File: src/rtl/pmir_pkg.sv
package pmir_pkg;

    // Command codes
    localparam logic [7:0] CMD_STORE_ALL = 8'h15;
    localparam logic [7:0] CMD_RESTORE_ALL = 8'h16;
    localparam logic [7:0] CMD_SERIAL = 8'h9E;
    localparam logic [7:0] CMD_DEVICE_CODE = 8'hAD;
    localparam logic [7:0] CMD_REVISION = 8'hAE;
    localparam logic [7:0] CMD_COMP = 8'hB1;

    // Block lengths in bytes
    localparam logic [2:0] SERIAL_BYTES = 3'h3;
    localparam logic [2:0] CODE_BYTES = 3'h6;
    localparam logic [2:0] REV_BYTES = 3'h2;
    localparam logic [2:0] COMP_BYTES = 3'h5;
    localparam int IMAGE_BYTES = 8;
    localparam logic [3:0] IMAGE_LAST = 4'h7;
    localparam logic [3:0] IMAGE_END = 4'h8;

    // Revision word fields
    localparam int REV_UPPER_LSB = 12;
    localparam int REV_MIDDLE_LSB = 8;
    localparam int REV_LOWER_LSB = 0;

    // Compensation field positions
    localparam int CZI_HI_LSB = 24;
    localparam int CZI_LO_LSB = 38;
    localparam int CPI_LSB = 33;
    localparam int CZI_MUL_BIT = 32;
    localparam int RVI_LSB = 26;
    localparam int CZV_HI_LSB = 8;
    localparam int CZV_LO_LSB = 22;
    localparam int CPV_LSB = 17;
    localparam int RVV_LSB = 10;
    localparam int GMV_LSB = 4;
    localparam int GMI_LSB = 0;

    // Reset values
    localparam logic [23:0] SERIAL_RST = 24'h00_0000;
    localparam logic [39:0] COMP_RST = 40'h00_0000_0000;
    localparam logic [15:0] CHECKSUM_RST = 16'h0000;
    localparam logic [7:0] BYTE_RST = 8'h00;

    typedef enum logic [1:0] {
        WALK_IDLE,
        WALK_LOAD,
        WALK_STORE
    } pmir_walk_e;

endpackage

File: src/rtl/pmir_nv_image.sv
`timescale 1ns/1ps
`default_nettype none
module pmir_nv_image
    import pmir_pkg::*;
#(
    parameter int WIDTH = 8,
    parameter int DEPTH = IMAGE_BYTES
) (
    // Clock
    input wire logic sys_clk,
    input wire logic rst,
    // Access port
    input wire logic [$clog2(DEPTH)-1:0] addr,
    input wire logic wrEn,
    input wire logic [WIDTH-1:0] wrData,
    output logic [WIDTH-1:0] rdData
);

    // Image contents survive reset
    logic [WIDTH-1:0] mem [DEPTH] = '{default: '0};
    logic [WIDTH-1:0] rdData_r;
    logic [WIDTH-1:0] rdData_nxt;

    if (DEPTH < 2 || WIDTH < 1) begin : g_bad_geometry
        $error("pmir_nv_image: bad geometry");
    end

    always_comb begin
        rdData_nxt = mem[addr];
    end

    always_ff @(posedge sys_clk) begin
        if (wrEn) begin
            mem[addr] <= wrData;
        end
    end

    always_ff @(posedge sys_clk) begin
        if (rst) begin
            rdData_r <= '0;
        end else begin
            rdData_r <= rdData_nxt;
        end
    end

    assign rdData = rdData_r;

endmodule
`default_nettype wire

File: src/rtl/pmir_comp_fields.sv
`timescale 1ns/1ps
`default_nettype none
module pmir_comp_fields
    import pmir_pkg::*;
(
    // Clock
    input wire logic sys_clk,
    input wire logic rst,
    // Update
    input wire logic applyEn,
    input wire logic [39:0] applyValue,
    // Current loop
    output logic [3:0] currentIntegratorCapSel,
    output logic [4:0] currentFilterCapSel,
    output logic currentIntegratorCapDoubler,
    output logic [5:0] currentGainResistorSel,
    // Voltage loop, plus the current-loop transconductance select
    output logic [3:0] voltageIntegratorCapSel,
    output logic [4:0] voltageFilterCapSel,
    output logic [5:0] voltageGainResistorSel,
    output logic [1:0] voltageTransconductanceSel,
    output logic [1:0] currentTransconductanceSel
);

    logic [39:0] hw_r;
    logic [39:0] hw_nxt;

    always_comb begin
        hw_nxt = applyEn ? applyValue : hw_r;
    end

    always_ff @(posedge sys_clk) begin
        if (rst) begin
            hw_r <= COMP_RST;
        end else begin
            hw_r <= hw_nxt;
        end
    end

    // Split fields are joined high part first
    assign currentIntegratorCapSel = {hw_r[CZI_HI_LSB +: 2], hw_r[CZI_LO_LSB +: 2]};
    assign currentFilterCapSel = hw_r[CPI_LSB +: 5];
    assign currentIntegratorCapDoubler = hw_r[CZI_MUL_BIT];
    assign currentGainResistorSel = hw_r[RVI_LSB +: 6];
    assign voltageIntegratorCapSel = {hw_r[CZV_HI_LSB +: 2], hw_r[CZV_LO_LSB +: 2]};
    assign voltageFilterCapSel = hw_r[CPV_LSB +: 5];
    assign voltageGainResistorSel = hw_r[RVV_LSB +: 6];
    assign voltageTransconductanceSel = hw_r[GMV_LSB +: 2];
    assign currentTransconductanceSel = hw_r[GMI_LSB +: 2];

endmodule
`default_nettype wire

File: src/rtl/pmir_ident_comp_regs.sv
// Function
// - A 24-bit serial number is written and read by block transfers and kept in the stored image.
// - The serial number is part of the stored image whose checksum is reported.
// - A block read of the device code returns six fixed bytes, lowest byte first; no write.
// - A write to a read-only command sets the comm-fault summary and invalid-command flags.
// - The same fault also notifies the host.
// - A block read of the revision returns a fixed 16-bit word with 4/4/8-bit fields.
// - A 40-bit compensation setup is block written and read, loaded from image or pins.
// - A compensation write reaches the loop hardware only while conversion is off.
// - Store-all then restore-all or a supply dip applies the saved compensation.
// - Current-loop fields sit at their fixed bit positions in the setup.
// - Voltage-loop fields sit at their fixed bit positions in the setup.
`timescale 1ns/1ps
`default_nettype none
module pmir_ident_comp_regs
    import pmir_pkg::*;
#(
    // Arbitrary identification values
    parameter logic [47:0] DEVICE_CODE = 48'h5A5A_0000_0001,
    parameter logic [3:0] REV_UPPER = 4'h1,
    parameter logic [3:0] REV_MIDDLE = 4'h0,
    parameter logic [7:0] REV_LOWER = 8'h00
) (
    // Clock
    input wire logic sys_clk,
    input wire logic rst,
    // Command port from the bus front end
    input wire logic cmdStart,
    input wire logic [7:0] cmdCode,
    input wire logic cmdIsWrite,
    input wire logic cmdStop,
    input wire logic wrValid,
    input wire logic [7:0] wrData,
    input wire logic rdReq,
    output logic cmdReady,
    output logic rdValid,
    output logic [7:0] rdData,
    // Converter state
    input wire logic convEnable,
    input wire logic analogSupplyUv,
    input wire logic compFromPins,
    input wire logic [39:0] compPinValue,
    // Fault reporting
    output logic statusByteCmlSet,
    output logic statusCmlIvcSet,
    output logic hostNotify,
    output logic [15:0] storedImageChecksum,
    // Loop hardware
    output logic [3:0] currentIntegratorCapSel,
    output logic [4:0] currentFilterCapSel,
    output logic currentIntegratorCapDoubler,
    output logic [5:0] currentGainResistorSel,
    output logic [3:0] voltageIntegratorCapSel,
    output logic [4:0] voltageFilterCapSel,
    output logic [5:0] voltageGainResistorSel,
    output logic [1:0] voltageTransconductanceSel,
    output logic [1:0] currentTransconductanceSel
);

    localparam logic [15:0] REV_WORD = {REV_UPPER, REV_MIDDLE, REV_LOWER};

    ////////////////////////////////////////////////////////////////////////////////
    // Functions

    function automatic logic [7:0] imageByte(input logic [23:0] ser, input logic [39:0] cmp,
                                             input logic [2:0] idx);
        logic [63:0] img;
        img = {cmp, ser};
        return img[{idx, 3'b000} +: 8];
    endfunction

    function automatic logic [7:0] readByte(input logic [7:0] code, input logic [2:0] idx,
                                            input logic [23:0] ser, input logic [39:0] cmp);
        logic [63:0] data;
        logic [2:0] len;
        data = '0;
        len = 3'h0;
        unique case (code)
            CMD_SERIAL: begin
                data = {40'h00_0000_0000, ser};
                len = SERIAL_BYTES;
            end
            CMD_DEVICE_CODE: begin
                data = {16'h0000, DEVICE_CODE};
                len = CODE_BYTES;
            end
            CMD_REVISION: begin
                data = {48'h0000_0000_0000, REV_WORD};
                len = REV_BYTES;
            end
            CMD_COMP: begin
                data = {24'h00_0000, cmp};
                len = COMP_BYTES;
            end
            default: begin
                data = '0;
                len = 3'h0;
            end
        endcase
        return (idx == 3'h0) ? {5'h00, len} : data[{idx - 3'h1, 3'b000} +: 8];
    endfunction

    function automatic logic [15:0] imageSum(input logic [23:0] ser, input logic [39:0] cmp);
        logic [15:0] s;
        s = CHECKSUM_RST;
        for (int i = 0; i < IMAGE_BYTES; i++) begin
            s = s + {8'h00, imageByte(ser, cmp, 3'(i))};
        end
        return s;
    endfunction

    ////////////////////////////////////////////////////////////////////////////////
    // Supply dip synchroniser

    logic uvMeta_r, uvSync_r, uvPrev_r;

    always_ff @(posedge sys_clk) begin
        if (rst) begin
            uvMeta_r <= 1'b0;
            uvSync_r <= 1'b0;
            uvPrev_r <= 1'b0;
        end else begin
            uvMeta_r <= analogSupplyUv;
            uvSync_r <= uvMeta_r;
            uvPrev_r <= uvSync_r;
        end
    end

    ////////////////////////////////////////////////////////////////////////////////
    // Command handling and image walk

    pmir_walk_e walk_r, walk_nxt;
    logic [3:0] walkIdx_r, walkIdx_nxt;
    logic [15:0] chkAcc_r, chkAcc_nxt, checksum_r, checksum_nxt;
    logic [23:0] serial_r, serial_nxt;
    logic [39:0] comp_r, comp_nxt, wrBuf_r, wrBuf_nxt;
    logic [7:0] curCode_r, curCode_nxt, rdData_r, rdData_nxt;
    logic active_r, active_nxt, curWrite_r, curWrite_nxt;
    logic [2:0] wrCnt_r, wrCnt_nxt, rdIdx_r, rdIdx_nxt;
    logic cmdReady_r, cmdReady_nxt, rdValid_r, rdValid_nxt;
    logic cmlSet_r, cmlSet_nxt, ivcSet_r, ivcSet_nxt, notify_r, notify_nxt;
    logic applyEn;
    logic [39:0] applyValue;
    logic [2:0] memAddr;
    logic memWrEn;
    logic [7:0] memWrData, memRdData;
    logic roWrite, commit;
    logic [63:0] img;

    always_comb begin
        walk_nxt = walk_r;
        walkIdx_nxt = walkIdx_r;
        chkAcc_nxt = chkAcc_r;
        checksum_nxt = checksum_r;
        serial_nxt = serial_r;
        comp_nxt = comp_r;
        wrBuf_nxt = wrBuf_r;
        curCode_nxt = curCode_r;
        curWrite_nxt = curWrite_r;
        active_nxt = active_r;
        wrCnt_nxt = wrCnt_r;
        rdIdx_nxt = rdIdx_r;
        rdValid_nxt = 1'b0;
        rdData_nxt = rdData_r;
        applyEn = 1'b0;
        applyValue = comp_r;
        memAddr = walkIdx_r[2:0];
        memWrEn = 1'b0;
        memWrData = imageByte(serial_r, comp_r, walkIdx_r[2:0]);
        img = {comp_r, serial_r};
        roWrite = cmdStart && cmdReady_r && cmdIsWrite &&
                  (cmdCode == CMD_DEVICE_CODE || cmdCode == CMD_REVISION);
        commit = cmdStop && active_r && curWrite_r;
        // Read-only write flags the fault, data is dropped
        cmlSet_nxt = roWrite;
        ivcSet_nxt = roWrite;
        notify_nxt = roWrite;
        unique case (walk_r)
            WALK_IDLE: begin
                if (cmdStart && cmdReady_r) begin
                    active_nxt = 1'b1;
                    curCode_nxt = cmdCode;
                    curWrite_nxt = cmdIsWrite;
                    wrCnt_nxt = 3'h0;
                    rdIdx_nxt = 3'h0;
                end
                if (wrValid && active_r && curWrite_r && wrCnt_r < COMP_BYTES) begin
                    wrBuf_nxt[{wrCnt_r, 3'b000} +: 8] = wrData;
                    wrCnt_nxt = wrCnt_r + 3'h1;
                end
                if (rdReq && active_r && !curWrite_r) begin
                    rdValid_nxt = 1'b1;
                    rdData_nxt = readByte(curCode_r, rdIdx_r, serial_r, comp_r);
                    rdIdx_nxt = (rdIdx_r == 3'h7) ? rdIdx_r : rdIdx_r + 3'h1;
                end
                if (cmdStop && active_r) begin
                    active_nxt = 1'b0;
                end
                if (commit && curCode_r == CMD_SERIAL && wrCnt_r == SERIAL_BYTES) begin
                    serial_nxt = wrBuf_r[23:0];
                end
                if (commit && curCode_r == CMD_COMP && wrCnt_r == COMP_BYTES) begin
                    comp_nxt = wrBuf_r;
                    applyEn = !convEnable;
                    applyValue = wrBuf_r;
                end
                if (commit && curCode_r == CMD_STORE_ALL && wrCnt_r == 3'h0) begin
                    walk_nxt = WALK_STORE;
                    walkIdx_nxt = 4'h0;
                    chkAcc_nxt = CHECKSUM_RST;
                end else if ((commit && curCode_r == CMD_RESTORE_ALL && wrCnt_r == 3'h0) ||
                             (uvPrev_r && !uvSync_r)) begin
                    walk_nxt = WALK_LOAD;
                    walkIdx_nxt = 4'h0;
                    chkAcc_nxt = CHECKSUM_RST;
                    active_nxt = 1'b0;
                end
            end
            WALK_LOAD: begin
                if (walkIdx_r != 4'h0) begin
                    img[{walkIdx_r[2:0] - 3'h1, 3'b000} +: 8] = memRdData;
                    chkAcc_nxt = chkAcc_r + {8'h00, memRdData};
                end
                serial_nxt = img[23:0];
                comp_nxt = img[63:24];
                walkIdx_nxt = walkIdx_r + 4'h1;
                if (walkIdx_r == IMAGE_END) begin
                    if (compFromPins) begin
                        comp_nxt = compPinValue;
                    end
                    applyEn = 1'b1;
                    applyValue = comp_nxt;
                    checksum_nxt = chkAcc_nxt;
                    walk_nxt = WALK_IDLE;
                end
            end
            WALK_STORE: begin
                memWrEn = 1'b1;
                chkAcc_nxt = chkAcc_r + {8'h00, memWrData};
                walkIdx_nxt = walkIdx_r + 4'h1;
                if (walkIdx_r == IMAGE_LAST) begin
                    checksum_nxt = chkAcc_nxt;
                    walk_nxt = WALK_IDLE;
                end
            end
        endcase
        // Host is held off while the image is walked
        cmdReady_nxt = (walk_nxt == WALK_IDLE);
    end

    always_ff @(posedge sys_clk) begin
        if (rst) begin
            walk_r <= WALK_LOAD;
            walkIdx_r <= 4'h0;
            chkAcc_r <= CHECKSUM_RST;
            checksum_r <= CHECKSUM_RST;
            serial_r <= SERIAL_RST;
            comp_r <= COMP_RST;
            wrBuf_r <= COMP_RST;
            curCode_r <= BYTE_RST;
            curWrite_r <= 1'b0;
            active_r <= 1'b0;
            wrCnt_r <= 3'h0;
            rdIdx_r <= 3'h0;
            cmdReady_r <= 1'b0;
            rdValid_r <= 1'b0;
            rdData_r <= BYTE_RST;
            cmlSet_r <= 1'b0;
            ivcSet_r <= 1'b0;
            notify_r <= 1'b0;
        end else begin
            walk_r <= walk_nxt;
            walkIdx_r <= walkIdx_nxt;
            chkAcc_r <= chkAcc_nxt;
            checksum_r <= checksum_nxt;
            serial_r <= serial_nxt;
            comp_r <= comp_nxt;
            wrBuf_r <= wrBuf_nxt;
            curCode_r <= curCode_nxt;
            curWrite_r <= curWrite_nxt;
            active_r <= active_nxt;
            wrCnt_r <= wrCnt_nxt;
            rdIdx_r <= rdIdx_nxt;
            cmdReady_r <= cmdReady_nxt;
            rdValid_r <= rdValid_nxt;
            rdData_r <= rdData_nxt;
            cmlSet_r <= cmlSet_nxt;
            ivcSet_r <= ivcSet_nxt;
            notify_r <= notify_nxt;
        end
    end

    assign cmdReady = cmdReady_r;
    assign rdValid = rdValid_r;
    assign rdData = rdData_r;
    assign statusByteCmlSet = cmlSet_r;
    assign statusCmlIvcSet = ivcSet_r;
    assign hostNotify = notify_r;
    assign storedImageChecksum = checksum_r;

    ////////////////////////////////////////////////////////////////////////////////
    // Stored image and loop hardware

    pmir_nv_image #(
        .WIDTH(8),
        .DEPTH(IMAGE_BYTES)
    ) u_image (
        .sys_clk(sys_clk),
        .rst(rst),
        .addr(memAddr),
        .wrEn(memWrEn),
        .wrData(memWrData),
        .rdData(memRdData)
    );

    pmir_comp_fields u_fields (
        .sys_clk(sys_clk),
        .rst(rst),
        .applyEn(applyEn),
        .applyValue(applyValue),
        .currentIntegratorCapSel(currentIntegratorCapSel),
        .currentFilterCapSel(currentFilterCapSel),
        .currentIntegratorCapDoubler(currentIntegratorCapDoubler),
        .currentGainResistorSel(currentGainResistorSel),
        .voltageIntegratorCapSel(voltageIntegratorCapSel),
        .voltageFilterCapSel(voltageFilterCapSel),
        .voltageGainResistorSel(voltageGainResistorSel),
        .voltageTransconductanceSel(voltageTransconductanceSel),
        .currentTransconductanceSel(currentTransconductanceSel)
    );
endmodule
`default_nettype wire

File: config.mk
export PLATFORM = sky130hd
export DESIGN_NAME = pmir_ident_comp_regs
export DESIGN_NICKNAME = d
export VERILOG_FILES = /design/src/rtl/pmir_pkg.sv /design/src/rtl/pmir_nv_image.sv /design/src/rtl/pmir_comp_fields.sv /design/src/rtl/pmir_ident_comp_regs.sv
export SDC_FILE = /design/constraint.sdc
export NUM_CORES = 1
export LEC_CHECK = 0
export ABC_CLOCK_PERIOD_IN_PS = 6270
export CAP_MARGIN = 30
export CELL_PAD_IN_SITES_DETAIL_PLACEMENT = 1
export CELL_PAD_IN_SITES_GLOBAL_PLACEMENT = 1
export CORE_MARGIN = 2
export CORE_UTILIZATION = 40
export CTS_BUF_LIST = sky130_fd_sc_hd__clkbuf_8
export CTS_CLUSTER_SIZE = 12
export DETAILED_ROUTE_END_ITERATION = 16
export DONT_BUFFER_PORTS = 1
export GPL_TIMING_DRIVEN = 0
export PLACE_DENSITY = 0.79
export SYNTH_ARGS = -nofsm -noshare
export SYNTH_HDL_FRONTEND = slang
export SYNTH_SLANG_ARGS = --single-unit
File: constraint.sdc
create_clock -name sys_clk -period 6.27 [get_ports sys_clk]
set_input_delay 1.254 -clock sys_clk [delete_from_list [all_inputs] [get_ports sys_clk]]
set_output_delay 1.254 -clock sys_clk [all_outputs]
set_load 0.005 [all_outputs]
Word-level counts from Yosys, hierarchy flattened
Memory sizes are Yosys's and may differ from the RTL's. A register that Yosys moved wholly into a read port is not among the register bits.
Index checks and enable logic that the tools add are counted.
{"block": "word_totals", "register_bits": 212, "ram_bits": 64, "inputBits": 66, "output_inout_bits": 64, "word_cells": 147, "mem_count": 1}
{"name": "u_image.mem", "depth": 8, "word_bits": 8, "read_ports": 1, "rd_ports_with_merged_regs": 1, "wr": 1, "line": "pmir_nv_image.sv:20", "source": "logic [WIDTH-1:0] mem [DEPTH] = '{default: '0};"}
{"block": "classes", "add_sub_neg": 9, "order_cmp": 1, "eq_ne": 21, "n_shift": 6, "n_mux": 46, "n_bitwise": 1, "n_reduce_logical": 42}
{"op": "$mux 64", "count": 3}
{"op": "$pmux 47 s4", "count": 1}
{"op": "$mux 40", "count": 4}
{"op": "$pmux 40 s2", "count": 2}
{"op": "$shiftx 64x7->8", "count": 2}
{"op": "$mux 16", "count": 5}
{"op": "$bwmux 64", "count": 1}
{"op": "$shift 8x8->64 const A", "count": 1}
{"op": "$shiftx 8x8->64", "count": 1}
{"op": "$eq 8x8->1 const B", "count": 6}
{"op": "$pmux 16 s3", "count": 1}
{"op": "$pmux 24 s2", "count": 1}
{"op": "$bwmux 40", "count": 1}
{"op": "$shift 8x8->40 const A", "count": 1}
{"op": "$shiftx 8x8->40", "count": 1}
{"op": "$add 16x8->16", "count": 2}
{"op": "$pmux 16 s2", "count": 1}
{"op": "$mux 24", "count": 1}
{"op": "$logic_and 1x1->1", "count": 19}
{"op": "$eq 8x5->1 const B", "count": 2}
{"op": "$neg 6->8", "count": 2}
{"op": "$mux 3", "count": 4}
{"op": "$pmux 3 s4", "count": 1}
{"op": "$mux 1", "count": 10}
{"op": "28 further kinds", "count": 53}

Logic depth before layout (Yosys ltp)
Gate-level depths: netlist of the first run.
{"block": "depth", "ltp_word": 9, "depth_mapped": 16, "ltp_nobuf": 14}

Cells and area by module
Synthesis of the first run repeated with hierarchy kept, for this count alone.
{"block": "hier_totals", "hier_cells": 1803, "area_unflattened_um2": 16156.7}
{"module": "pmir_ident_comp_regs", "instances": 1, "cells_each": 1537, "area_per_inst_um2": 12110.4, "seq_area_each_um2": 3443.3}
{"module": "pmir_nv_image", "instances": 1, "cells_each": 153, "area_per_inst_um2": 2773.9, "seq_area_each_um2": 2082.0}
{"module": "pmir_comp_fields", "instances": 1, "cells_each": 113, "area_per_inst_um2": 1272.5, "seq_area_each_um2": 700.7}

Worst setup path before layout of the first run
OpenSTA, ideal clock, no wires.
{"block": "synth_timing", "kind": "flip-flop to flip-flop", "startpoint": "reg walkIdx_r[2]", "endpoint": "reg checksum_r[12] (netlist: storedImageChecksum[12])", "setup_ns": 0.091, "arrival_ns": 3.877, "setup_slack_ns": 2.302, "path_stages_with_launch": 16, "n_path_buf": 3, "cell_sequence": "dfxtp_1 -> buf_2 -> buf_1 -> buf_2 -> mux2i_1 -> nor2_1 -> a21oi_1 -> o21ai_0 -> ha_1 -> fa_1 -> a21o_1 -> a221oi_1 -> o21ai_1 -> mux2i_1 -> o21ai_0 -> a311oi_1"}
{"block": "synth_between", "elab_chain_cells": 4, "word_cells_on_any_way": 12}
{"element": "from (decl)", "line": "pmir_ident_comp_regs.sv:133", "source": "logic [3:0] walkIdx_r, walkIdx_nxt;"}
{"element": "from (signal assigned)", "line": "pmir_ident_comp_regs.sv:273", "source": "walkIdx_r <= walkIdx_nxt;"}
{"element": "$shiftx 64x7->8", "line": "pmir_ident_comp_regs.sv:69", "source": "return img[{idx, 3'b000} +: 8];"}
{"element": "via memWrData[0]", "line": "pmir_ident_comp_regs.sv:146", "source": "logic [7:0] memWrData, memRdData;"}
{"element": "$add 16x8->16", "line": "pmir_ident_comp_regs.sv:239", "source": "chkAcc_nxt = chkAcc_r + {8'h00, memWrData};"}
{"element": "$mux 16", "line": "pmir_ident_comp_regs.sv:241", "source": "if (walkIdx_r == IMAGE_LAST) begin"}
{"element": "$pmux 16 s2", "line": "pmir_ident_comp_regs.sv:178", "source": "unique case (walk_r)"}
{"element": "to (signal assigned)", "line": "pmir_ident_comp_regs.sv:275", "source": "checksum_r <= checksum_nxt;"}
{"element": "to (decl)", "line": "pmir_ident_comp_regs.sv:134", "source": "logic [15:0] chkAcc_r, chkAcc_nxt, checksum_r, checksum_nxt;"}
The timed path passes the listed nets, and every way through them passes these cells. The select of a mux whose other input is x is not followed.
A chain may end at the register's enable or synchronous reset.

Worst setup path after layout of the first run
{"block": "layout_timing", "startpoint": "reg walkIdx_r[2]", "endpoint": "reg checksum_r[11] (netlist: storedImageChecksum[11])"}
Same word-level chain as after synthesis.

==> Flow_metrics.wiki, run 1 <==
{| class="wikitable"
! Metric !! Value
|-
| Series of cell instances along the critical path || buf_2 -> buf_1 -> clkbuf_1 -> mux2i_1 -> nor2_1 -> a21oi_1 -> o21ai_0 -> buf_2 -> ha_1 -> and3_1 -> a21boi_0 -> o221ai_1 -> a22oi_1 -> and3_1 -> xnor2_1 -> a211oi_1
|-
| Synth-to-layout area growth || 12.3%
|-
| I/O pin count || 130
|-
| Detailed placer's ending HPWL || 54,000 µm
|-
| Post-layout nets || 1,989
|-
| Critical path's largest stage delay || 0.69 ns
|-
| Setup tns final || 0 ns
|-
| Largest net degree at the start of global routing || 14
|-
| Top-count cell post-synth || dfxtp_1
|-
| Total of cells resized after clock tree synthesis || 0
|-
| Share of flip-flops with an asynchronous set or reset || 0%
|-
| Overall die area || 40,600 µm²
|-
| Mean routed wirelength per cell || 29.0 µm
|-
| Mean instance size in the synthesized netlist || 8.56 µm²
|-
| Synth Net Count || 1,924
|-
| Run status || finished, final reports clean
|-
| Post CTS Setup Buffer Count || 0
|-
| DR vias || 15.8k
|-
| Clk pin slew, worst setup/hold paths || 0.06 ns
|-
| Minimum setup slack among reg-to-reg paths || 1.0 ns
|-
| Std-Cell Rows || 72
|-
| Number of remaining DRC errors || 0
|-
| Setup repair after global routing missed its margin || no
|-
| Static leakage || 6.17 nW
|-
| Endpoints failing hold || 0
|-
| Pre-CTS setup slack || 0.813 ns
|-
| Worst Clk Skew || 0.0511 ns
|-
| Cell area after synthesis || 15,600 µm²
|-
| Nature of the critical path startpoint || register
|-
| Beginning of the critical path || walkIdx_r[2]
|-
| Deepest clock path buffer count || 3
|-
| Final count of negative-setup-slack endpoints || 0
|-
| Final setup slack of the worst path || 0.998 ns
|-
| Core ar. || 38,600 µm²
|-
| Final Wtd Congestion || 0.999
|-
| Buffers added on ports || 0
|-
| Slew Limit Headroom || 26.9%
|-
| Number of synthesized register bits || 279
|-
| Number of max-cap violations || 0
|-
| Syn Inst Count || 1,821
|-
| Die Span Y || 201 µm
|-
| FF-to-FF End || storedImageChecksum[11]
|-
| F_max || 0.190 GHz
|-
| Total Wirelength || 70,800 µm
|-
| Number of antenna violations at the first check in global routing || 1
|-
| Power density over cell area || 374 nW/µm²
|-
| Fraction of the core area covered by cells at the end of the flow || 45.4%
|-
| EDFF count, synth || 64
|-
| Worst-case vdd ir drop || 214 µV
|-
| Clock Sink Count || 279
|-
| Count of warnings emitted by yosys || 0
|-
| Final period demand of the worst path || 5.27 ns
|-
| Share of the yosys chip area belonging to registers || 40.0%
|-
| Top delay family on crit path || compound AO/OA/AOI/OAI gates
|-
| Depth of the CTS H-tree || 2
|-
| Clock latency at the later pin of the worst-skew pair || 0.67 ns
|-
| Root buf cell || clkbuf_8
|-
| Required time of the critical path || 6.82 ns
|-
| Top fanout value on the critical path || 10
|-
| Crit share post-route || 84.1%
|-
| Layout cell share with drive strength beyond 1 || 7.32%
|-
| Crit Path Class || reg2reg
|-
| Worst Reg2Reg Path Length in Cells || 16
|-
| Inserted Clock Buffers || 50
|-
| Via count of the first global-routing pass || 15.8k
|-
| Final global-route overflow total || 0
|-
| Worst Hold Class || reg2reg
|-
| Clock tree from TritonCTS || built
|-
| Setup crit end kind || register
|-
| Cell taking the most area after synthesis || dfxtp_1
|-
| Starting density of the core || 40.4%
|-
| Top area cells in the synthesized netlist || dfxtp_1 28%, edfxtp_1 12%, mux2i_1 7.5%
|-
| Signal arrival time at the worst endpoint || 5.82 ns
|-
| Number of library cell types mapped by synthesis || 80
|-
| Endpoint of the worst setup timing path || storedImageChecksum[11]
|-
| Most frequent cells after synthesis || 215 x dfxtp_1, 213 x nand2_1, 198 x nor2_1
|-
| Number of buffers and inverters on the critical path || 4
|-
| Global-route total usage across every layer || 34.2%
|-
| Crit. path cell count || 16
|-
| Max stage delay cell, worst path || o221ai_1
|-
| Prevailing post-synth register cell || dfxtp_1
|-
| DR vias/cell || 6.47
|-
| Worst-Margin Slew || 1.09 ns
|-
| Area share of the largest cell type after synthesis || 27.6%
|-
| Final count of pins violating max slew || 0
|-
| First-pass GRT wire length || 104,000 µm
|-
| Number of search-and-repair iterations in the first detailed-routing pass || 7
|-
| RR Startpoint || walkIdx_r[2]
|-
| Remaining antenna violation count after routing || 0
|-
| # hold bufs at CTS || 0
|-
| Floorplan die width || 201 µm
|-
| Starting DRT DRC Count || 1,555
|}
==> routing by layer <==
layer  wire length, µm  up-vias  track usage (%)
met5                 0        -                0
met4              4750        0             21.0
met3              6780      228             7.86
met2             31000      849             52.7
met1             28200     7782             43.5
li1                  -     6949                -
==> registers in the layout (all words and copies together), names as in the netlist, 4 cells and up <==
| name | count |
|---|---|
| u_fields.hw_r | 35 |
| curCode_r | 8 |
| walkIdx_r | 4 |
| chkAcc_r | 16 |
| u_image.rdData | 8 |
| u_image.mem | 64 |
| storedImageChecksum | 16 |
| wrBuf_r | 40 |
| serial_r | 24 |
| comp_r | 40 |
| rdData | 8 |
==> through the flow <==
stage	power, mW	hold WS (ns)	std cells	cell area [µm²]
after global routing	6.81	0.471	2445	17500
final	6.54	0.458	2445	17500
after CTS	6.49	0.465	2443	17500
after detailed placement	4.46	0.452	2351	16300
after floorplan	3.65	0.414	1821	15600
after global placement	4.36	0.422	2339	16200
==> how the worst min path moves through the flow <==
stage,from,to,slack [ns],cells past startpoint
3_3_place_gp,uvMeta_r,uvSync_r,0.42,1
5_1_grt,uvMeta_r,uvSync_r,0.47,1
4_1_cts,uvSync_r,uvPrev_r,0.46,1
3_5_place_dp,uvMeta_r,uvSync_r,0.45,1
6_report,uvSync_r,uvPrev_r,0.46,1
2_1_floorplan,uvMeta_r,uvSync_r,0.41,1
==> cell type report <==
cell class	count	area, µm²
Inverter	21	78.8
Clock inverter	38	410
Sequential cell	279	6230
Clock buffer	54	743
Fill cell	4646	21100
Timing Repair Buffer	13	85.1
Antenna cell	1	2.50
Tap cell	518	648
Buffer	145	588
Multi-Input combinational cell	1376	8710
==> cells by family after synthesis <==
logic type,count (synthesis),synth area share (%)
AND/OR/NAND/NOR,589,17.3
XOR/XNOR,21,1.23
AO/OA/AOI/OAI,606,26.1
multiplexers,123,8.10
adder cells (fa/ha/maj),37,3.07
flip-flops,279,40.0
buffers and inverters,166,4.28
==> report_power, final <==
| part | internal [mW] | switching, mW |
|---|---|---|
| sequential | 2.03 | 0.260 |
| clock | 1.17 | 0.850 |
| combinational | 0.707 | 1.52 |
==> cells in the final DEF, fill, tap and decap left out, types with 31 or more instances in the layout <==
cell type,netlist,layout
dfxtp_1,215,215
nand2_1,213,213
nor2_1,198,198
o21ai_0,131,130
a21oi_1,121,121
mux2i_1,116,116
clkbuf_1,107,107
a211oi_1,80,80
edfxtp_1,64,64
clkbuf_8,0,54
a221oi_1,49,49
ha_1,35,35
nand3_1,33,33
nor3_1,32,32
a22oi_1,31,31
==> worst register-to-register path: cells and delay by family (launching register included) <==
family | cells | cell delay, ns
muxes | 1 | 0.16
and+or+nand+nor | 3 | 0.62
AOI/OAI and AO/OA | 6 | 1.98
DFF | 1 | 0.41
adders and majority gates | 1 | 0.30
xor gates and xnor gates | 1 | 0.12
buffers and inverters | 4 | 1.62
Note: power is estimated with default switching activity, not from simulation.
==> run 2: changes to the inputs <==
- ABC_CLOCK_PERIOD_IN_PS: 6270 -> 4600
- PLACE_DENSITY: 0.79 -> 0.81
- clock period: 6.27 -> 4.6 ns (I/O delays scaled with it)
==> Flow_metrics.wiki, run 2 (synthesis results as in run 1) <==
{| class="wikitable"
! Metric !! Value
|-
| Run status || finished, final reports clean
|-
| Number of flip-flops under the largest register name || 64 (unchanged)
|-
| Clock tree from TritonCTS || built
|-
| Overall die area || 40,600 µm² (unchanged)
|-
| Depth of the CTS H-tree || 2 (unchanged)
|-
| Remaining antenna violation count after routing || 0 (unchanged)
|-
| Crit share post-route || 94.0% (+9.9 points)
|-
| Clk pin slew, worst setup/hold paths || 0.06 ns (about the same)
|-
| Crit Path Class || reg2reg
|-
| Endpoints failing hold || 0 (unchanged)
|-
| DR vias/cell || 6.56 (+1.4%)
|-
| Largest registers ranked by flip-flop count || u_image.mem (64), comp_r (40), wrBuf_r (40)
|-
| Layout cell share with drive strength beyond 1 || 8.42% (+1.1 points)
|-
| Detailed placer's ending HPWL || 53,800 µm (-0.34%)
|-
| Setup crit end kind || register
|-
| Final count of pins violating max slew || 0 (unchanged)
|-
| Clock Sink Count || 279 (unchanged)
|-
| Top fanout value on the critical path || 10 (unchanged)
|-
| Std-Cell Rows || 72 (unchanged)
|-
| Worst-case vdd ir drop || 255 µV (+19%)
|-
| Post-layout nets || 1,991 (+0.10%)
|-
| Worst Hold Class || in2reg
|-
| Clock latency at the later pin of the worst-skew pair || 0.67 ns (about the same)
|-
| Starting DRT DRC Count || 1,637 (+5.3%)
|-
| Synth-to-layout area growth || 12.2% (about the same)
|-
| Global-route total usage across every layer || 34.1% (-0.095 points)
|-
| Final count of negative-setup-slack endpoints || 0 (unchanged)
|-
| FF-to-FF End || storedImageChecksum[11]
|-
| Worst-Margin Slew || 1.12 ns (+0.0329 ns)
|-
| Nature of the critical path startpoint || register
|-
| Endpoint, Worst Hold || uvMeta_r
|-
| Mean routed wirelength per cell || 29.0 µm (+0.26%)
|-
| Leading cell type in the layout, fill and taps excluded || dfxtp_1
|-
| Final setup slack of the worst path || 0.275 ns (-0.723 ns)
|-
| Minimum setup slack among reg-to-reg paths || 0.27 ns (-0.72 ns)
|-
| Root buf cell || clkbuf_8
|-
| Hold Startpoint || analogSupplyUv
|-
| Power density over cell area || 499 nW/µm² (+34%)
|-
| Number of antenna violations at the first check in global routing || 1 (unchanged)
|-
| Setup repair after global routing missed its margin || no
|-
| Signal arrival time at the worst endpoint || 4.90 ns (-0.92 ns)
|-
| Total Wirelength || 70,900 µm (+0.18%)
|-
| Number of search-and-repair iterations in the first detailed-routing pass || 5 (-2)
|-
| Final Wtd Congestion || 1.02 (+2.2%)
|-
| Number of max-cap violations || 0 (unchanged)
|-
| Inserted Clock Buffers || 51 (+2.0%)
|-
| Largest net degree at the start of global routing || 15 (+1)
|-
| Overall power after layout || 8.73 mW (+34%)
|-
| I/O pin count || 130 (unchanged)
|-
| Final period demand of the worst path || 4.33 ns (-0.947 ns)
|-
| Via count of the first global-routing pass || 15.8k (+0.32%)
|-
| Required time of the critical path || 5.17 ns (-1.65 ns)
|-
| DR vias || 16.0k (+1.3%)
|-
| Final global-route overflow total || 0 (unchanged)
|-
| Starting density of the core || 40.4% (unchanged)
|-
| Static leakage || 6.18 nW (+0.17%)
|-
| Worst Reg2Reg Path Length in Cells || 15 (-1)
|-
| F_max || 0.231 GHz (+22%)
|-
| Hold Path Stages || 1 (unchanged)
|-
| Pre-CTS setup slack || -0.893 ns (-1.71 ns)
|-
| Register with the most flip-flops || u_image.mem
|-
| Commonest non-fill, non-tap cells in the layout || 215 x dfxtp_1, 213 x nand2_1, 197 x nor2_1
|-
| Number of remaining DRC errors || 0 (unchanged)
|-
| RR Startpoint || walkIdx_r[1]
|-
| Inserted Diodes || 0 (-1)
|-
| Die Span Y || 201 µm (unchanged)
|-
| Buffers added on ports || 0 (unchanged)
|-
| Floorplan die width || 201 µm (unchanged)
|-
| Core ar. || 38,600 µm² (unchanged)
|-
| Worst Clk Skew || 0.0446 ns (-0.00642 ns)
|-
| Slew Limit Headroom || 24.7% (-2.2 points)
|-
| First-pass GRT wire length || 104,000 µm (+0.17%)
|-
| Deepest clock path buffer count || 3 (unchanged)
|}
run 2: layout make-up:
cell class,instances,area (µm²)
Multi-Input combinational cell,1376,8810
Inverter,21,82.6
Timing Repair Buffer,14,95.1
Clock buffer,59,812
Sequential cell,279,6230
Tap cell,518,648
Clock inverter,31,208
Buffer,145,612
Fill cell,4623,21100
run 2: what timing repair did:
| item | in CTS | in global routing |
|---|---|---|
| endpoints found under the setup margin | 33 | 46 |
| buffers inserted | 0 | 2 |
| pin swaps | 0 | 1 |
| hold buffers | 0 | 0 |
| resized for setup | 20 | 19 |
run 2: worst max path at each step:
stage                         endpoint  cells after the start          from  slack, ns
2_1_floorplan  storedImageChecksum[12]                     15  walkIdx_r[2]       0.63
6_report       storedImageChecksum[11]                     15  walkIdx_r[1]       0.27
3_5_place_dp   storedImageChecksum[10]                     12  walkIdx_r[2]      -0.89
4_1_cts        storedImageChecksum[11]                     15  walkIdx_r[1]     -0.003
5_1_grt        storedImageChecksum[10]                     14  walkIdx_r[1]       0.04
3_3_place_gp   storedImageChecksum[11]                     15  walkIdx_r[2]      -0.81
run 2: through the flow:
step	setup TNS (ns)	instances	hold slack [ns]	cell area (µm²)	utilization, %
after floorplan	0	1821	0.414	15600	-
after global placement	-10.33	2339	0.418	16200	42.1
after detailed placement	-9.96	2351	0.441	16300	42.4
after CTS	-0.00326	2441	0.370	17400	45.2
after global routing	0	2443	0.385	17500	45.4
final	0	2443	0.394	17500	45.4
run 2: power by group:
part	switching, mW	internal, mW	leakage [nW]	total [mW]
Clock	1.17	1.29	0.570	2.46
Combinational	2.16	1.01	3.28	3.16
Sequential	0.348	2.76	2.33	3.11
Total	3.68	5.06	6.18	8.73
run 2: layer usage:
layer  track usage [%]  vias up  part of all wire (%)
li1                  -     6941                     -
met1              42.3     7917                    40
met2              53.9      889                    44
met3              7.03      268                   8.7
met4              22.2        2                   7.5
met5                 0        -                 0.032
run 2: worst max-delay path: stages (launching register included):
cell,delay [ns]
dfxtp_1,0.34
clkbuf_2,0.21
clkbuf_4,0.27
nand2_1,0.16
clkbuf_1,0.47
o22a_1,0.26
o21ai_1,0.17
buf_2,0.26
ha_1,0.37
and3_1,0.22
a21boi_1,0.37
o221ai_4,0.25
a22oi_1,0.37
and3_1,0.22
xnor2_1,0.07
a211oi_1,0.24
==> run 3: changes to the inputs <==
- CORE_MARGIN: 2 -> default
==> Flow_metrics.wiki, run 3 (synthesis results as in run 1) <==
{| class="wikitable"
! Metric !! Value
|-
| Depth of the CTS H-tree || 2 (unchanged)
|-
| Deepest clock path buffer count || 3 (unchanged)
|-
| Number of antenna violations at the first check in global routing || 2 (+1)
|-
| Crit Path Class || reg2reg
|-
| Reg area || 6230 µm² (unchanged)
|-
| # hold bufs at CTS || 0 (unchanged)
|-
| Endpoints failing hold || 0 (unchanged)
|-
| Floorplan die width || 199 µm (-0.99%)
|-
| Starting density of the core || 41.0% (+0.57 points)
|-
| Total placed instance area || 16,300 µm² (about the same)
|-
| Slew Limit Headroom || 28.8% (+4.1 points)
|-
| Run status || finished, final reports clean
|-
| Remaining antenna violation count after routing || 0 (unchanged)
|-
| Static leakage || 6.23 nW (+0.70%)
|-
| Setup crit end kind || register
|-
| Signal arrival time at the worst endpoint || 4.92 ns (+0.02 ns)
|-
| Power density over cell area || 509 nW/µm² (+2.0%)
|-
| Total Wirelength || 70,400 µm (-0.72%)
|-
| Global-route total usage across every layer || 35.4% (+1.3 points)
|-
| Via count of the first global-routing pass || 16.0k (+0.94%)
|-
| Final instance count without filler cells || 2,440 (-0.12%)
|-
| Cells after DPL || 2,344 (-0.30%)
|-
| Number of flip-flops under the largest register name || 64 (unchanged)
|-
| Proportion of power drawn by the clock network || 30.2% (+2.1 points)
|-
| Inserted Clock Buffers || 51 (unchanged)
|-
| Series of cell instances along the critical path || buf_2 -> buf_2 -> clkbuf_2 -> mux4_2 -> nand2_1 -> nand2_1 -> ha_1 -> a21o_1 -> a2111o_1 -> o221ai_2 -> a22oi_2 -> and3_1 -> xnor2_1 -> a211oi_1
|-
| Die Span Y || 199 µm (-0.99%)
|-
| F_max || 0.229 GHz (-1.0%)
|-
| Nature of the critical path startpoint || register
|-
| Number of filler cells placed in the layout || 4,576 (-1.0%)
|-
| Number of buffers and inverters on the critical path || 3 (-1)
|-
| First-pass GRT wire length || 103,000 µm (-0.78%)
|-
| Worst-Margin Slew || 1.07 ns (-0.0521 ns)
|-
| Number of remaining DRC errors || 0 (unchanged)
|-
| Register with the most flip-flops || u_image.mem
|-
| Final count of negative-setup-slack endpoints || 0 (unchanged)
|-
| Critical path's largest stage delay || 0.44 ns (-0.03 ns)
|-
| Crit share post-route || 95.0% (+1.0 points)
|-
| Number of search-and-repair iterations in the first detailed-routing pass || 6 (+1)
|-
| Final period demand of the worst path || 4.37 ns (+0.0459 ns)
|-
| Worst Hold Class || in2reg
|-
| Post-layout nets || 1,992 (+0.050%)
|-
| Logic gate share of total power || 35.0% (-1.2 points)
|-
| Minimum setup slack among reg-to-reg paths || 0.23 ns (-0.05 ns)
|-
| Commonest non-fill, non-tap cells in the layout || 215 x dfxtp_1, 213 x nand2_1, 197 x nor2_1
|-
| Area of all placed cells without fillers || 17,600 µm² (+0.54%)
|-
| Leading cell type in the layout, fill and taps excluded || dfxtp_1
|-
| Net switching power || 3.65 mW (-0.68%)
|-
| Starting DRT DRC Count || 1,615 (-1.3%)
|-
| Worst Clk Skew || 0.0442 ns (-0.000444 ns)
|-
| Final global-route overflow total || 0 (unchanged)
|-
| Mean routed wirelength per cell || 28.9 µm (-0.60%)
|-
| Largest registers ranked by flip-flop count || u_image.mem (64), comp_r (40), wrBuf_r (40)
|-
| Worst-case vdd ir drop || 179 µV (-30%)
|-
| Seq pwr share || 34.8% (-0.8 points)
|-
| Required time of the critical path || 5.15 ns (-0.02 ns)
|-
| Internal power || 5.30 mW (+4.8%)
|-
| Hold Worst Slack || 0.400 ns (+0.00538 ns)
|-
| Setup repair after global routing missed its margin || no
|-
| Fraction of the core area covered by cells at the end of the flow || 46.2% (+0.89 points)
|-
| Layout cell share with drive strength beyond 1 || 8.50% (+0.086 points)
|-
| Top delay family on crit path || compound AO/OA/AOI/OAI gates
|-
| Final count of pins violating max slew || 0 (unchanged)
|-
| Core ar. || 38,000 µm² (-1.4%)
|-
| Number of max-cap violations || 0 (unchanged)
|-
| Clock latency at the later pin of the worst-skew pair || 0.65 ns (-0.02 ns)
|-
| Top fanout value on the critical path || 10 (unchanged)
|-
| Root buf cell || clkbuf_8
|-
| DR vias || 15.9k (-0.58%)
|-
| Largest net degree at the start of global routing || 14 (-1)
|-
| Overall die area || 39,800 µm² (-2.0%)
|-
| Area taken by multi-input logic gates || 8780 µm² (-0.24%)
|-
| Synth-to-layout area growth || 12.8%
|-
| DR vias/cell || 6.53 (-0.46%)
|-
| Inserted Diodes || 0 (unchanged)
|-
| I/O pin count || 130 (unchanged)
|-
| Detailed placer's ending HPWL || 53,500 µm (-0.59%)
|-
| Clock Sink Count || 279 (unchanged)
|-
| Max stage delay cell, worst path || a2111o_1
|-
| Final Wtd Congestion || 1.05 (+3.2%)
|-
| Clock tree from TritonCTS || built
|-
| Buffers added on ports || 0 (unchanged)
|-
| Switching share of power || 40.8% (-1.3 points)
|-
| Clk pin slew, worst setup/hold paths || 0.07 ns (about the same)
|-
| Std-Cell Rows || 71 (-1.4%)
|}
==> run 3: changes by cell type in the layout (fill, tap and decap cells not counted), sizes merged <==
cell	delta
buf	+2
bufinv	+5
clkbuf	-3
clkinv	+4
clkinvlp	-3
inv	-1
==> run 3: what timing repair did <==
item / CTS / global route
gates resized for setup: 17 / 16
pin swaps: 0 / 1
endpoints found under the setup margin: 33 / 33
buffers inserted: 0 / 3
==> run 3: power groups by stage <==
stage                     combinational, mW  sequential (mW)  clock (mW)
after floorplan                        2.05             2.96           0
after global placement                 2.83             3.14           0
after detailed placement               2.98             3.14           0
after CTS                              3.02             3.08        2.72
after global routing                   3.35             3.11        2.83
final                                  3.13             3.12        2.71
==> run 3: per-stage QoR <==
stage | total power, mW | setup TNS [ns] | setup slack (ns)
floorplan | 5.01 | 0 | 0.632
global placement | 5.97 | -10.16 | -0.800
detailed placement | 6.12 | -11.41 | -0.955
CTS | 8.83 | 0 | 0.000846
global route | 9.29 | 0 | 0.0190
finish | 8.95 | 0 | 0.229
==> run 3: final cells by class <==
class / count / share of cell area [%]
inverter: 21 / 0.455
multi-input combinational: 1376 / 50.0
timing repair buffer: 15 / 0.669
sequential: 279 / 35.4
clock buffer: 57 / 4.46
tap: 511 / 3.64
buffer: 145 / 3.45
clock inverter: 36 / 1.96
==> run 3: final timing paths <==
path	startpoint	endpoint	depth (start not counted)
worst max-delay path	walkIdx_r[2]	storedImageChecksum[11]	14
worst min-delay path	cmdCode[2]	hostNotify	2
worst max register to register	walkIdx_r[2]	storedImageChecksum[11]	14
worst min register to register	uvMeta_r	uvSync_r	1
==> run 3: routing by layer <==
| layer | up-vias | track usage, % | wire [µm] | part of all wire, % |
|---|---|---|---|---|
| met5 | - | 0 | 12 | 0.017 |
| met4 | 2 | 25.2 | 5250 | 7.5 |
| met3 | 266 | 8.08 | 6880 | 9.8 |
| met2 | 881 | 54.9 | 30700 | 44 |
| met1 | 7822 | 43.4 | 27500 | 39 |
| li1 | 6953 | - | - | - |
